--- config.mk ---
export PLATFORM = sky130hd
export DESIGN_NAME = watchdog_timer
export DESIGN_NICKNAME = d
export VERILOG_FILES = /design/src/hdl/watchdog_timer_pkg.sv /design/src/hdl/watchdog_timer.sv
export SDC_FILE = /design/constraint.sdc
export NUM_CORES = 1
export LEC_CHECK = 0
export BUFFER_PORTS_ARGS = -buffer_cell sky130_fd_sc_hd__buf_2
export CORE_MARGIN = 1.5
export CORE_UTILIZATION = 50
export CTS_BUF_LIST = sky130_fd_sc_hd__clkbuf_4 sky130_fd_sc_hd__clkbuf_8
export DETAILED_ROUTE_END_ITERATION = 12
export PLACE_DENSITY = 0.82
export SKIP_LAST_GASP = 1
export SYNTH_ARGS = -nofsm -noshare
export SYNTH_HDL_FRONTEND = slang
export SYNTH_SLANG_ARGS = --single-unit
--- constraint.sdc ---
create_clock -name clk_i -period 1.9 [get_ports clk_i]
set_input_delay 0.19 -clock clk_i [delete_from_list [all_inputs] [get_ports clk_i]]
set_output_delay 0.19 -clock clk_i [all_outputs]
set_load 0.01 [all_outputs]
--- src/hdl/watchdog_timer_pkg.sv ---
package watchdog_timer_pkg;

    // ----------------------------------------
    // Register map (byte addresses)
    // ----------------------------------------
    localparam logic [31:0] WDOG_CTRL_ADDR = 32'hbf80_0000;
    localparam logic [31:0] WDOG_CTRL_CLR_ADDR = 32'hbf80_0004;
    localparam logic [31:0] WDOG_CTRL_SET_ADDR = 32'hbf80_0008;
    localparam logic [31:0] WDOG_CTRL_INV_ADDR = 32'hbf80_000c;
    localparam logic [31:0] EVT_STATUS_ADDR = 32'hbf80_0010;
    localparam logic [31:0] EVT_MASK_ADDR = 32'hbf80_0014;
    localparam logic [31:0] CAUSE_ADDR = 32'hbf80_f600;
    localparam logic [31:0] CAUSE_CLR_ADDR = 32'hbf80_f604;
    localparam logic [31:0] CAUSE_SET_ADDR = 32'hbf80_f608;
    localparam logic [31:0] CAUSE_INV_ADDR = 32'hbf80_f60c;

    // ----------------------------------------
    // Field positions
    // ----------------------------------------
    localparam int CTRL_ON_BIT = 15;
    localparam int CTRL_PS_LSB = 2;
    localparam int CTRL_PS_W = 5;
    localparam int CTRL_CLR_BIT = 0;
    localparam int CAUSE_TIMEOUT_BIT = 4;
    localparam int CAUSE_SLEEP_BIT = 3;
    localparam int CAUSE_IDLE_BIT = 2;
    localparam int EVT_TIMEOUT_BIT = 0;
    localparam int EVT_SERVICE_BIT = 1;
    localparam int EVT_W = 2;

    // ----------------------------------------
    // Reset values and sizes
    // ----------------------------------------
    localparam logic CTRL_ON_RST = 1'b0;
    localparam logic [2:0] CAUSE_RST = 3'h0;
    localparam logic [1:0] EVT_RST = 2'h0;
    localparam int CNT_W = 32;
    localparam logic [4:0] PS_MAX = 5'h1f;

    typedef enum logic [3:0] {
        WR_PLAIN = 4'b0001,
        WR_CLEAR = 4'b0010,
        WR_SET = 4'b0100,
        WR_INVERT = 4'b1000
    } write_kind_t;

endpackage

--- src/hdl/watchdog_timer.sv ---
// Function
// - Count advances only on low-power oscillator edges while enabled.
// - Awake timeout resets the device unless software services the count in time.
// - Configured postscaler selects timeout period as two to its power ticks.
// - Counting continues in Sleep or Idle; timeout there wakes the device.
// - Enabled by configuration bit or software enable bit, either suffices.
// - Awake timeout: device reset, register reset, timeout flag set, no interrupt (here irq_o still rises when the timeout event is unmasked).
// - Sleep or Idle timeout: no reset, interrupt raised, timeout plus mode flag set.
// - Timeout, Sleep, Idle flags live in the reset-cause register.
// - Clear, set, invert aliases affect only bits written one; reads undefined.
// - Software enable one starts; zero stops only a software-started watchdog.
// - Writing one to clear bit restarts the count; bit reads zero.
// - Five-bit read-only field mirrors the configured postscaler value.
// - Timeout flag stays set until software clears it.
//
// The plain strobed port is this design's own decision.
`timescale 1ns/10ps
`default_nettype none

module watchdog_timer
    import watchdog_timer_pkg::*;
(
    // Clock and reset
    input wire logic clk_i,
    input wire logic rstn_i,
    // Register port
    input wire logic [31:0] addr_i,
    input wire logic [31:0] wdata_i,
    input wire logic wr_i,
    input wire logic rd_i,
    output logic [31:0] rdata_o,
    // Configuration and power mode
    input wire logic cfg_enable_i,
    input wire logic [4:0] cfg_postscale_i,
    input wire logic sleep_i,
    input wire logic idle_i,
    // Oscillator pin
    input wire logic low_power_osc_clock_i,
    // Device effects
    output logic device_reset_o,
    output logic nmi_o,
    output logic wake_o,
    output logic irq_o
);
    import watchdog_timer_pkg::*;

    // ----------------------------------------
    // Helpers
    // ----------------------------------------
    function automatic logic [31:0] apply_write(input logic [31:0] old_val, input logic [31:0] wval,
                                                input write_kind_t kind);
        logic [31:0] res;
        res = old_val;
        unique case (kind)
            WR_PLAIN: res = wval;
            WR_CLEAR: res = old_val & ~wval;
            WR_SET: res = old_val | wval;
            WR_INVERT: res = old_val ^ wval;
        endcase
        return res;
    endfunction

    function automatic logic [CNT_W-1:0] terminal_count(input logic [4:0] ps);
        logic [CNT_W-1:0] one;
        one = {{(CNT_W-1){1'b0}}, 1'b1};
        return (one << ps) - one;
    endfunction

    // ----------------------------------------
    // State
    // ----------------------------------------
    logic sw_on_reg;
    logic sw_on_next;
    logic [2:0] cause_reg;
    logic [2:0] cause_next;
    logic [EVT_W-1:0] status_reg;
    logic [EVT_W-1:0] status_next;
    logic [EVT_W-1:0] mask_reg;
    logic [CNT_W-1:0] cnt_reg;
    logic [CNT_W-1:0] cnt_next;
    logic osc_meta_reg;
    logic osc_sync_reg;
    logic osc_prev_reg;
    logic [31:0] rdata_reg;
    logic reset_pulse_reg;
    logic nmi_pulse_reg;

    // ----------------------------------------
    // Address decode
    // ----------------------------------------
    wire hit_ctrl = addr_i == WDOG_CTRL_ADDR;
    wire hit_ctrl_clr = addr_i == WDOG_CTRL_CLR_ADDR;
    wire hit_ctrl_set = addr_i == WDOG_CTRL_SET_ADDR;
    wire hit_ctrl_inv = addr_i == WDOG_CTRL_INV_ADDR;
    wire hit_status = addr_i == EVT_STATUS_ADDR;
    wire hit_mask = addr_i == EVT_MASK_ADDR;
    wire hit_cause = addr_i == CAUSE_ADDR;
    wire hit_cause_clr = addr_i == CAUSE_CLR_ADDR;
    wire hit_cause_set = addr_i == CAUSE_SET_ADDR;
    wire hit_cause_inv = addr_i == CAUSE_INV_ADDR;

    wire ctrl_wr = wr_i & (hit_ctrl | hit_ctrl_clr | hit_ctrl_set | hit_ctrl_inv);
    wire cause_wr = wr_i & (hit_cause | hit_cause_clr | hit_cause_set | hit_cause_inv);

    write_kind_t ctrl_kind;
    write_kind_t cause_kind;
    assign ctrl_kind = hit_ctrl_clr ? WR_CLEAR : hit_ctrl_set ? WR_SET : hit_ctrl_inv ? WR_INVERT : WR_PLAIN;
    assign cause_kind = hit_cause_clr ? WR_CLEAR : hit_cause_set ? WR_SET : hit_cause_inv ? WR_INVERT : WR_PLAIN;

    // ----------------------------------------
    // Control register
    // ----------------------------------------
    // The clear bit always holds zero, so applying a write to zero tells whether a one lands there.
    wire [31:0] ctrl_old = {16'h0, sw_on_reg, 15'h0};
    wire [31:0] ctrl_wval = apply_write(ctrl_old, wdata_i, ctrl_kind);
    wire service = ctrl_wr & ctrl_wval[CTRL_CLR_BIT];

    wire enabled = cfg_enable_i | sw_on_reg;
    wire in_low_power = sleep_i | idle_i;

    // ----------------------------------------
    // Oscillator tick and counter
    // ----------------------------------------
    wire osc_tick = osc_sync_reg & ~osc_prev_reg;
    wire [CNT_W-1:0] term = terminal_count(cfg_postscale_i);
    wire timeout = enabled & osc_tick & ~service & (cnt_reg == term);
    wire timeout_awake = timeout & ~in_low_power;
    wire timeout_asleep = timeout & in_low_power;

    always_comb
    begin
        cnt_next = cnt_reg;
        if (!enabled || service || timeout)
        begin
            cnt_next = '0;
        end
        else if (osc_tick)
        begin
            cnt_next = cnt_reg + 1'b1;
        end
    end

    // Awake timeout also returns the software enable to its reset value; the event mask and status registers do not reset.
    always_comb
    begin
        sw_on_next = sw_on_reg;
        if (ctrl_wr)
        begin
            sw_on_next = ctrl_wval[CTRL_ON_BIT];
        end
        if (timeout_awake)
        begin
            sw_on_next = CTRL_ON_RST;
        end
    end

    // ----------------------------------------
    // Reset-cause flags
    // ----------------------------------------
    // Hardware sets win over a software clear landing in the same cycle.
    wire [31:0] cause_old = {27'h0, cause_reg[2], cause_reg[1], cause_reg[0], 2'h0};
    wire [31:0] cause_wval = apply_write(cause_old, wdata_i, cause_kind);

    always_comb
    begin
        cause_next = cause_reg;
        if (cause_wr)
        begin
            cause_next = {cause_wval[CAUSE_TIMEOUT_BIT], cause_wval[CAUSE_SLEEP_BIT], cause_wval[CAUSE_IDLE_BIT]};
        end
        if (timeout)
        begin
            cause_next[2] = 1'b1;
        end
        if (timeout_asleep && sleep_i)
        begin
            cause_next[1] = 1'b1;
        end
        if (timeout_asleep && !sleep_i)
        begin
            cause_next[0] = 1'b1;
        end
    end

    // ----------------------------------------
    // Event status and interrupt
    // ----------------------------------------
    wire status_rd = rd_i & hit_status;
    wire [EVT_W-1:0] events = {service, timeout};

    always_comb
    begin
        status_next = status_rd ? EVT_RST : status_reg;
        status_next = status_next | events;
    end

    // ----------------------------------------
    // Read mux
    // ----------------------------------------
    logic [31:0] rd_mux;
    always_comb
    begin
        rd_mux = 32'h0;
        if (hit_ctrl)
        begin
            rd_mux[CTRL_ON_BIT] = enabled;
            rd_mux[CTRL_PS_LSB +: CTRL_PS_W] = cfg_postscale_i;
        end
        else if (hit_cause)
        begin
            rd_mux[CAUSE_TIMEOUT_BIT] = cause_reg[2];
            rd_mux[CAUSE_SLEEP_BIT] = cause_reg[1];
            rd_mux[CAUSE_IDLE_BIT] = cause_reg[0];
        end
        else if (hit_status)
        begin
            rd_mux[EVT_W-1:0] = status_reg;
        end
        else if (hit_mask)
        begin
            rd_mux[EVT_W-1:0] = mask_reg;
        end
    end

    // ----------------------------------------
    // Registers
    // ----------------------------------------
    always_ff @(posedge clk_i or negedge rstn_i)
    begin
        if (!rstn_i)
        begin
            osc_meta_reg <= 1'b0;
            osc_sync_reg <= 1'b0;
            osc_prev_reg <= 1'b0;
        end
        else
        begin
            osc_meta_reg <= low_power_osc_clock_i;
            osc_sync_reg <= osc_meta_reg;
            osc_prev_reg <= osc_sync_reg;
        end
    end

    always_ff @(posedge clk_i or negedge rstn_i)
    begin
        if (!rstn_i)
        begin
            cnt_reg <= '0;
            sw_on_reg <= CTRL_ON_RST;
            cause_reg <= CAUSE_RST;
            status_reg <= EVT_RST;
        end
        else
        begin
            cnt_reg <= cnt_next;
            sw_on_reg <= sw_on_next;
            cause_reg <= cause_next;
            status_reg <= status_next;
        end
    end

    always_ff @(posedge clk_i or negedge rstn_i)
    begin
        if (!rstn_i)
        begin
            mask_reg <= EVT_RST;
        end
        else if (wr_i && hit_mask)
        begin
            mask_reg <= wdata_i[EVT_W-1:0];
        end
    end

    always_ff @(posedge clk_i or negedge rstn_i)
    begin
        if (!rstn_i)
        begin
            rdata_reg <= 32'h0;
            reset_pulse_reg <= 1'b0;
            nmi_pulse_reg <= 1'b0;
        end
        else
        begin
            rdata_reg <= rd_i ? rd_mux : 32'h0;
            reset_pulse_reg <= timeout_awake;
            nmi_pulse_reg <= timeout_asleep;
        end
    end

    // ----------------------------------------
    // Outputs
    // ----------------------------------------
    assign rdata_o = rdata_reg;
    assign device_reset_o = reset_pulse_reg;
    assign nmi_o = nmi_pulse_reg;
    assign wake_o = nmi_pulse_reg;
    assign irq_o = |(status_reg & mask_reg);

endmodule

`default_nettype wire

Word level (Yosys, flattened, before mapping)
Cells that the tools add are included.
{"block": "totals", "ff_bits": 61, "latch_bits": 0, "mem_bits_rw": 0, "mem_bits_ro": 0, "inputBits": 77, "output_inout_bits": 36, "mem_count": 0}
{"block": "op_classes", "add_sub_neg": 2, "mul": 0, "div_mod_pow": 0, "n_lt_le_gt_ge": 0, "n_eq_ne": 19, "shifts": 1, "mux": 26, "n_bitwise": 30, "n_reduce_logical": 13}
{"cell": "32-bit equality test (second input constant)", "n": 10}
{"cell": "32-bit two-way mux", "n": 2}
{"cell": "16-bit case mux with 4 select lines", "n": 1}
{"cell": "32-bit by 1-bit adder with 32-bit output (second input constant)", "n": 1}
{"cell": "32-bit equality test", "n": 1}
{"cell": "1-bit by 5-bit << shifter with 32-bit output (first input constant)", "n": 1}
{"cell": "32-bit by 1-bit subtractor with 32-bit output (second input constant)", "n": 1}
{"cell": "4-bit two-way mux", "n": 6}
{"cell": "5-bit case mux with 4 select lines", "n": 1}
{"cell": "16-bit bitwise AND", "n": 1}
{"cell": "16-bit two-way mux", "n": 1}
{"cell": "16-bit NOT", "n": 1}
{"cell": "16-bit bitwise OR", "n": 1}
{"cell": "16-bit bitwise XOR", "n": 1}
{"cell": "2-bit two-way mux", "n": 6}
{"cell": "1-bit bitwise AND", "n": 10}
{"cell": "2-bit nonzero test", "n": 5}
{"cell": "3-bit two-way mux", "n": 3}
{"cell": "4-bit by 1-bit equality test with 1-bit output (second input constant)", "n": 2}
{"cell": "4-bit by 2-bit equality test with 1-bit output (second input constant)", "n": 2}
{"cell": "4-bit by 3-bit equality test with 1-bit output (second input constant)", "n": 2}
{"cell": "4-bit equality test (second input constant)", "n": 2}
{"cell": "1-bit bitwise OR", "n": 8}
{"cell": "1-bit two-way mux", "n": 6}
{"cell": "10 further kinds", "n": 16}

Logic depth before layout (Yosys ltp)
{"block": "depth", "word_depth": 13, "depth_mapped": 17, "mapped_depth_nobuf": 10}

Worst setup path after synthesis
Ideal clock, no wire load.
{"block": "synth_timing", "path_kind": "input-to-reg", "start": "in cfg_postscale_i[0]", "end": "reg cnt_reg[17]", "t_arrival_ns": 2.886, "t_required_ns": 1.755, "slack_ns": -1.131, "stages": 15, "path_cell_list": "buf_2 > clkbuf_1 > nor3_1 > nand2_1 > ha_1 > buf_2 > clkbuf_1 > a32o_1 > or3_1 > a22oi_1 > and4_1 > and4_1 > buf_4 > buf_8 > nor3_2"}
{"block": "synth_via", "elab_chain_cells": 6, "word_cells_on_any_way": 7, "cone_classes": "1 x add/sub; 1 x eq/ne; 1 x shift; 1 x mux; 1 x bitwise; 2 x reduce/logical"}
{"element": "start: declaration", "line": "watchdog_timer.sv:34", "source": "input wire logic [4:0] cfg_postscale_i,"}
{"element": "1-bit by 5-bit << shifter with 32-bit output (*)", "line": "watchdog_timer.sv:66", "source": "return (one << ps) - one;"}
{"element": "32-bit by 1-bit subtractor with 32-bit output (*)", "line": "watchdog_timer.sv:66"}
{"element": "32-bit equality test (*)", "line": "watchdog_timer.sv:126", "source": "wire timeout = enabled & osc_tick & ~service & (cnt_reg == term);"}
{"element": "1-bit bitwise AND (*)", "line": "watchdog_timer.sv:126"}
{"element": "1-bit logical OR (*)", "line": "watchdog_timer.sv:133", "source": "if (!enabled || service || timeout)"}
{"element": "32-bit two-way mux / 2-bit nonzero test (equally long branches)"}
{"element": "end signal: assignment", "line": "watchdog_timer.sv:255", "source": "cnt_reg <= cnt_next;"}
{"element": "end: declaration", "line": "watchdog_timer.sv:79", "source": "logic [CNT_W-1:0] cnt_reg;"}
Mark *: on every way between the ends. The rest lies on a longest branch, timed or not.
A chain may end at the register's enable or synchronous reset.

Final worst setup path
{"block": "layout_timing", "start": "in cfg_postscale_i[1]", "end": "reg cnt_reg[4]"}
Same word-level chain as after synthesis.

==> impl_metrics.py <==
metrics = {
    "outcome": {
        "status": "finished with violations",
        "violations": "setup timing",
    },
    "die": {
        "die_w_um": 96.6,
        "start_util_pct": 52.5,
        "io_pins": 113,
        "design.core.area_sq_um": 8340,
        "die_h_um": 96.6,
        "fp-row-count": 33,
        "dieArea_sq_um": 9320,
    },
    "synth": {
        "avgSynthCellArea_sq_um": 8.77,
        "yosysTopAreaCell": "dfrtp_1",
        "ys.flop_type": "dfrtp_1",
        "synth-seq-cells": 53,
        "syn_inst": 499,
        "syn_area_sq_um": 4380,
        "yosysUniqueCellTypes": 65,
        "synth_edf_count": 0,
        "ys_top_cells_by_area": "dfrtp_1 (30%), xnor2_1 (6.0%), buf_4 (5.1%), nor3_1 (4.2%), nor2_1 (3.5%)",
        "synth_top_area_share_pct": 30.3,
        "synth-seq-area-share_pct": 30.3,
        "yosys_warnings": 0,
        "async_reset_ff_share_pct": 100,
    },
    "setup_path": {
        "cp-end-kind": "flip-flop",
        "cp_slowest_cell": "or4b_4",
        "cp_cell_sequence": "buf_8 > nor4_4 > nand2_1 > ha_4 > or4b_4 > o22ai_2 > o21ai_1 > a211oi_1 > and4_1 > and4_4 > clkbuf_16 > nor3_1",
        "cp.required_ns": 2.11,
        "worst_setup_path_start_kind": "input port",
        "crit_fanout": 8,
        "max_stage_delay_ns": 0.48,
        "cp_top_family": "simple AND/OR/NAND/NOR gates",
        "cp.arrival_ns": 2.67,
        "critPathKind": "in2reg",
        "path_buf_inv": 2,
    },
    "place": {
        "place_area_sq_um": 5260,
        "place_ws_ns": -0.994,
        "dpl.hpwl_um": 9110,
        "io_buffers": 62,
        "gp_congestion": 0.933,
    },
    "detailed_routing": {
        "via_per_inst": 5.86,
        "routedWlPerCell_um": 17.1,
        "antenna_left": 0,
        "routed_wl_um": 12600,
        "drtPass1Iterations": 5,
        "drtIter0Drc": 389,
        "drc": 0,
        "vias": 4332,
    },
    "clock_tree": {
        "cts_tree": "built",
        "path_clk_slew_ns": 0.11,
        "htreeDepth": 2,
        "clk_latency_ns": 0.32,
        "cts_buffer_depth": 2,
        "clockRootBuffer": "clkbuf_8",
        "clock-sinks": 53,
        "cts_buffers": 5,
    },
    "global_route": {
        "antenna_found_initial": 0,
        "grt.overflow.total": 0,
        "grt_pass1_vias": 4184,
        "grt_use_total_pct": 27.8,
        "grt_start_max_net_pins": 37,
        "grt_pass1_wl_um": 19900,
    },
    "cells_and_area": {
        "final_nets": 720,
        "fillers": 632,
        "final_cell_mix": "buf_4 (87), buf_2 (59), dfrtp_1 (53)",
        "final_common_cell": "buf_4",
        "post_route_cells_drive_above_1_share_pct": 35.5,
        "largest_reg_flops": 32,
        "stdcell_area_sq_um": 5650,
        "num_antenna_cells": 0,
        "syn2layout_area_growth_pct": 29.1,
    },
    "power": {
        "ir_worst_vdd_mv": 0.324,
        "p_leak_nw": 2.48,
        "powerDensity_nw_per_um2": 432,
    },
    "sta": {
        "setup_violations": 39,
        "fin_crit_ns": 2.46,
        "hold_viol_final": 0,
        "period_share_pct": 129,
        "skew_ns": 0.0149,
        "fmax_mhz": 407,
        "slew_violations": 0,
        "rsz0062_at_grt": "true",
        "timing.final.ws_setup_ns": -0.559,
    },
    "min_path": {
        "hp-class": "in2reg",
    },
    "job": {
        "maxCapViolations": 0,
    },
}
[cell type report]
class / instances / area [sq um] / share of cell area [%]
Multi-Input combinational cell: 397 / 2850 / 50.5
Clock buffer: 5 / 68.8 / 1.22
Sequential cell: 53 / 1330 / 23.5
Timing Repair Buffer: 159 / 1160 / 20.5
Tap cell: 105 / 131 / 2.33
Clock inverter: 3 / 47.5 / 0.842
Inverter: 17 / 63.8 / 1.13
[routing by layer]
layer	up-vias	global-route usage, %	share of wire, %
li1	2016	-	-
met1	2092	35.3	41
met2	191	47.3	49
met3	33	5.16	7.3
met4	0	9.54	3.0
met5	-	0	0
[worst paths after layout]
path                               startpoint            to  slack, ns  depth (start not counted)
setup / recovery           cfg_postscale_i[1]    cnt_reg[4]      -0.56                         12
hold / removal                     wdata_i[1]   mask_reg[1]       0.12                          2
setup reg to reg                  cnt_reg[20]    cnt_reg[4]      -0.35                          7
hold reg to reg                  osc_meta_reg  osc_sync_reg       0.37                          0
max in group asynchronous              rstn_i   cnt_reg[26]       0.91                          3
min in group asynchronous              rstn_i   cnt_reg[18]       0.36                          2
[cells in the mapped netlist (5+ instances only)]
library cell and n:
o21ai_0 12, nand2_1 36, and4_1 7, buf_4 30, clkbuf_1 11, ha_1 10
a211oi_1 6, or3_1 8, inv_1 16, nor3_1 37, nand3_1 24, nor2b_1 9
buf_6 8, a21oi_1 12, buf_2 5, and3_1 6, nor2_1 41, xnor2_1 30
nor4_1 5, mux2i_1 6, dfrtp_1 53, nor3_2 15, nand4_1 13, xor2_1 16
[stage by stage]
step	instances	setup TNS [ns]	power (mW)	utilization [%]	hold slack, ns
2_1_floorplan	522	-33.36	1.47	-	-0.106
3_3_place_gp	722	-34.89	1.59	63.0	0.165
3_5_place_dp	722	-37.80	1.61	63.0	0.173
4_1_cts	735	-20.58	2.42	66.3	0.125
5_1_grt	739	-22.72	2.53	67.7	0.119
6_report	739	-20.07	2.44	67.7	0.122
[power by group]
group / leakage, nW / switching [mW] / total (mW) / internal (mW)
registers: 0.733 / 0.00764 / 1.14 / 1.13
logic: 1.69 / 0.269 / 0.479 / 0.210
clock network: 0.0591 / 0.416 / 0.819 / 0.403
[repair_timing]
| action | in CTS | in global routing |
|---|---|---|
| hold buffers | 2 | 0 |
| gates resized for setup | 21 | 13 |
| endpoints found under the setup margin | 39 | 39 |
| pin swaps | 11 | 14 |
| buffers inserted | 2 | 3 |
| hold endpoints to repair | 21 | 0 |
| gates cloned | 1 | 2 |
[kinds of logic (layout without fill, tap and decap cells)]
group / count (synthesis) / count (layout) / share of synthesized area (%)
compound gates: 69 / 69 / 11.4
xor+xnor: 48 / 48 / 10.2
fa+ha+maj: 10 / 10 / 2.86
buf+inv: 72 / 184 / 10.5
flops: 53 / 53 / 30.3
mux: 12 / 12 / 3.69
other cells: 1 / 24 / 0.0857
simple gates: 234 / 234 / 30.9
Power figures use the tool's default switching activity.
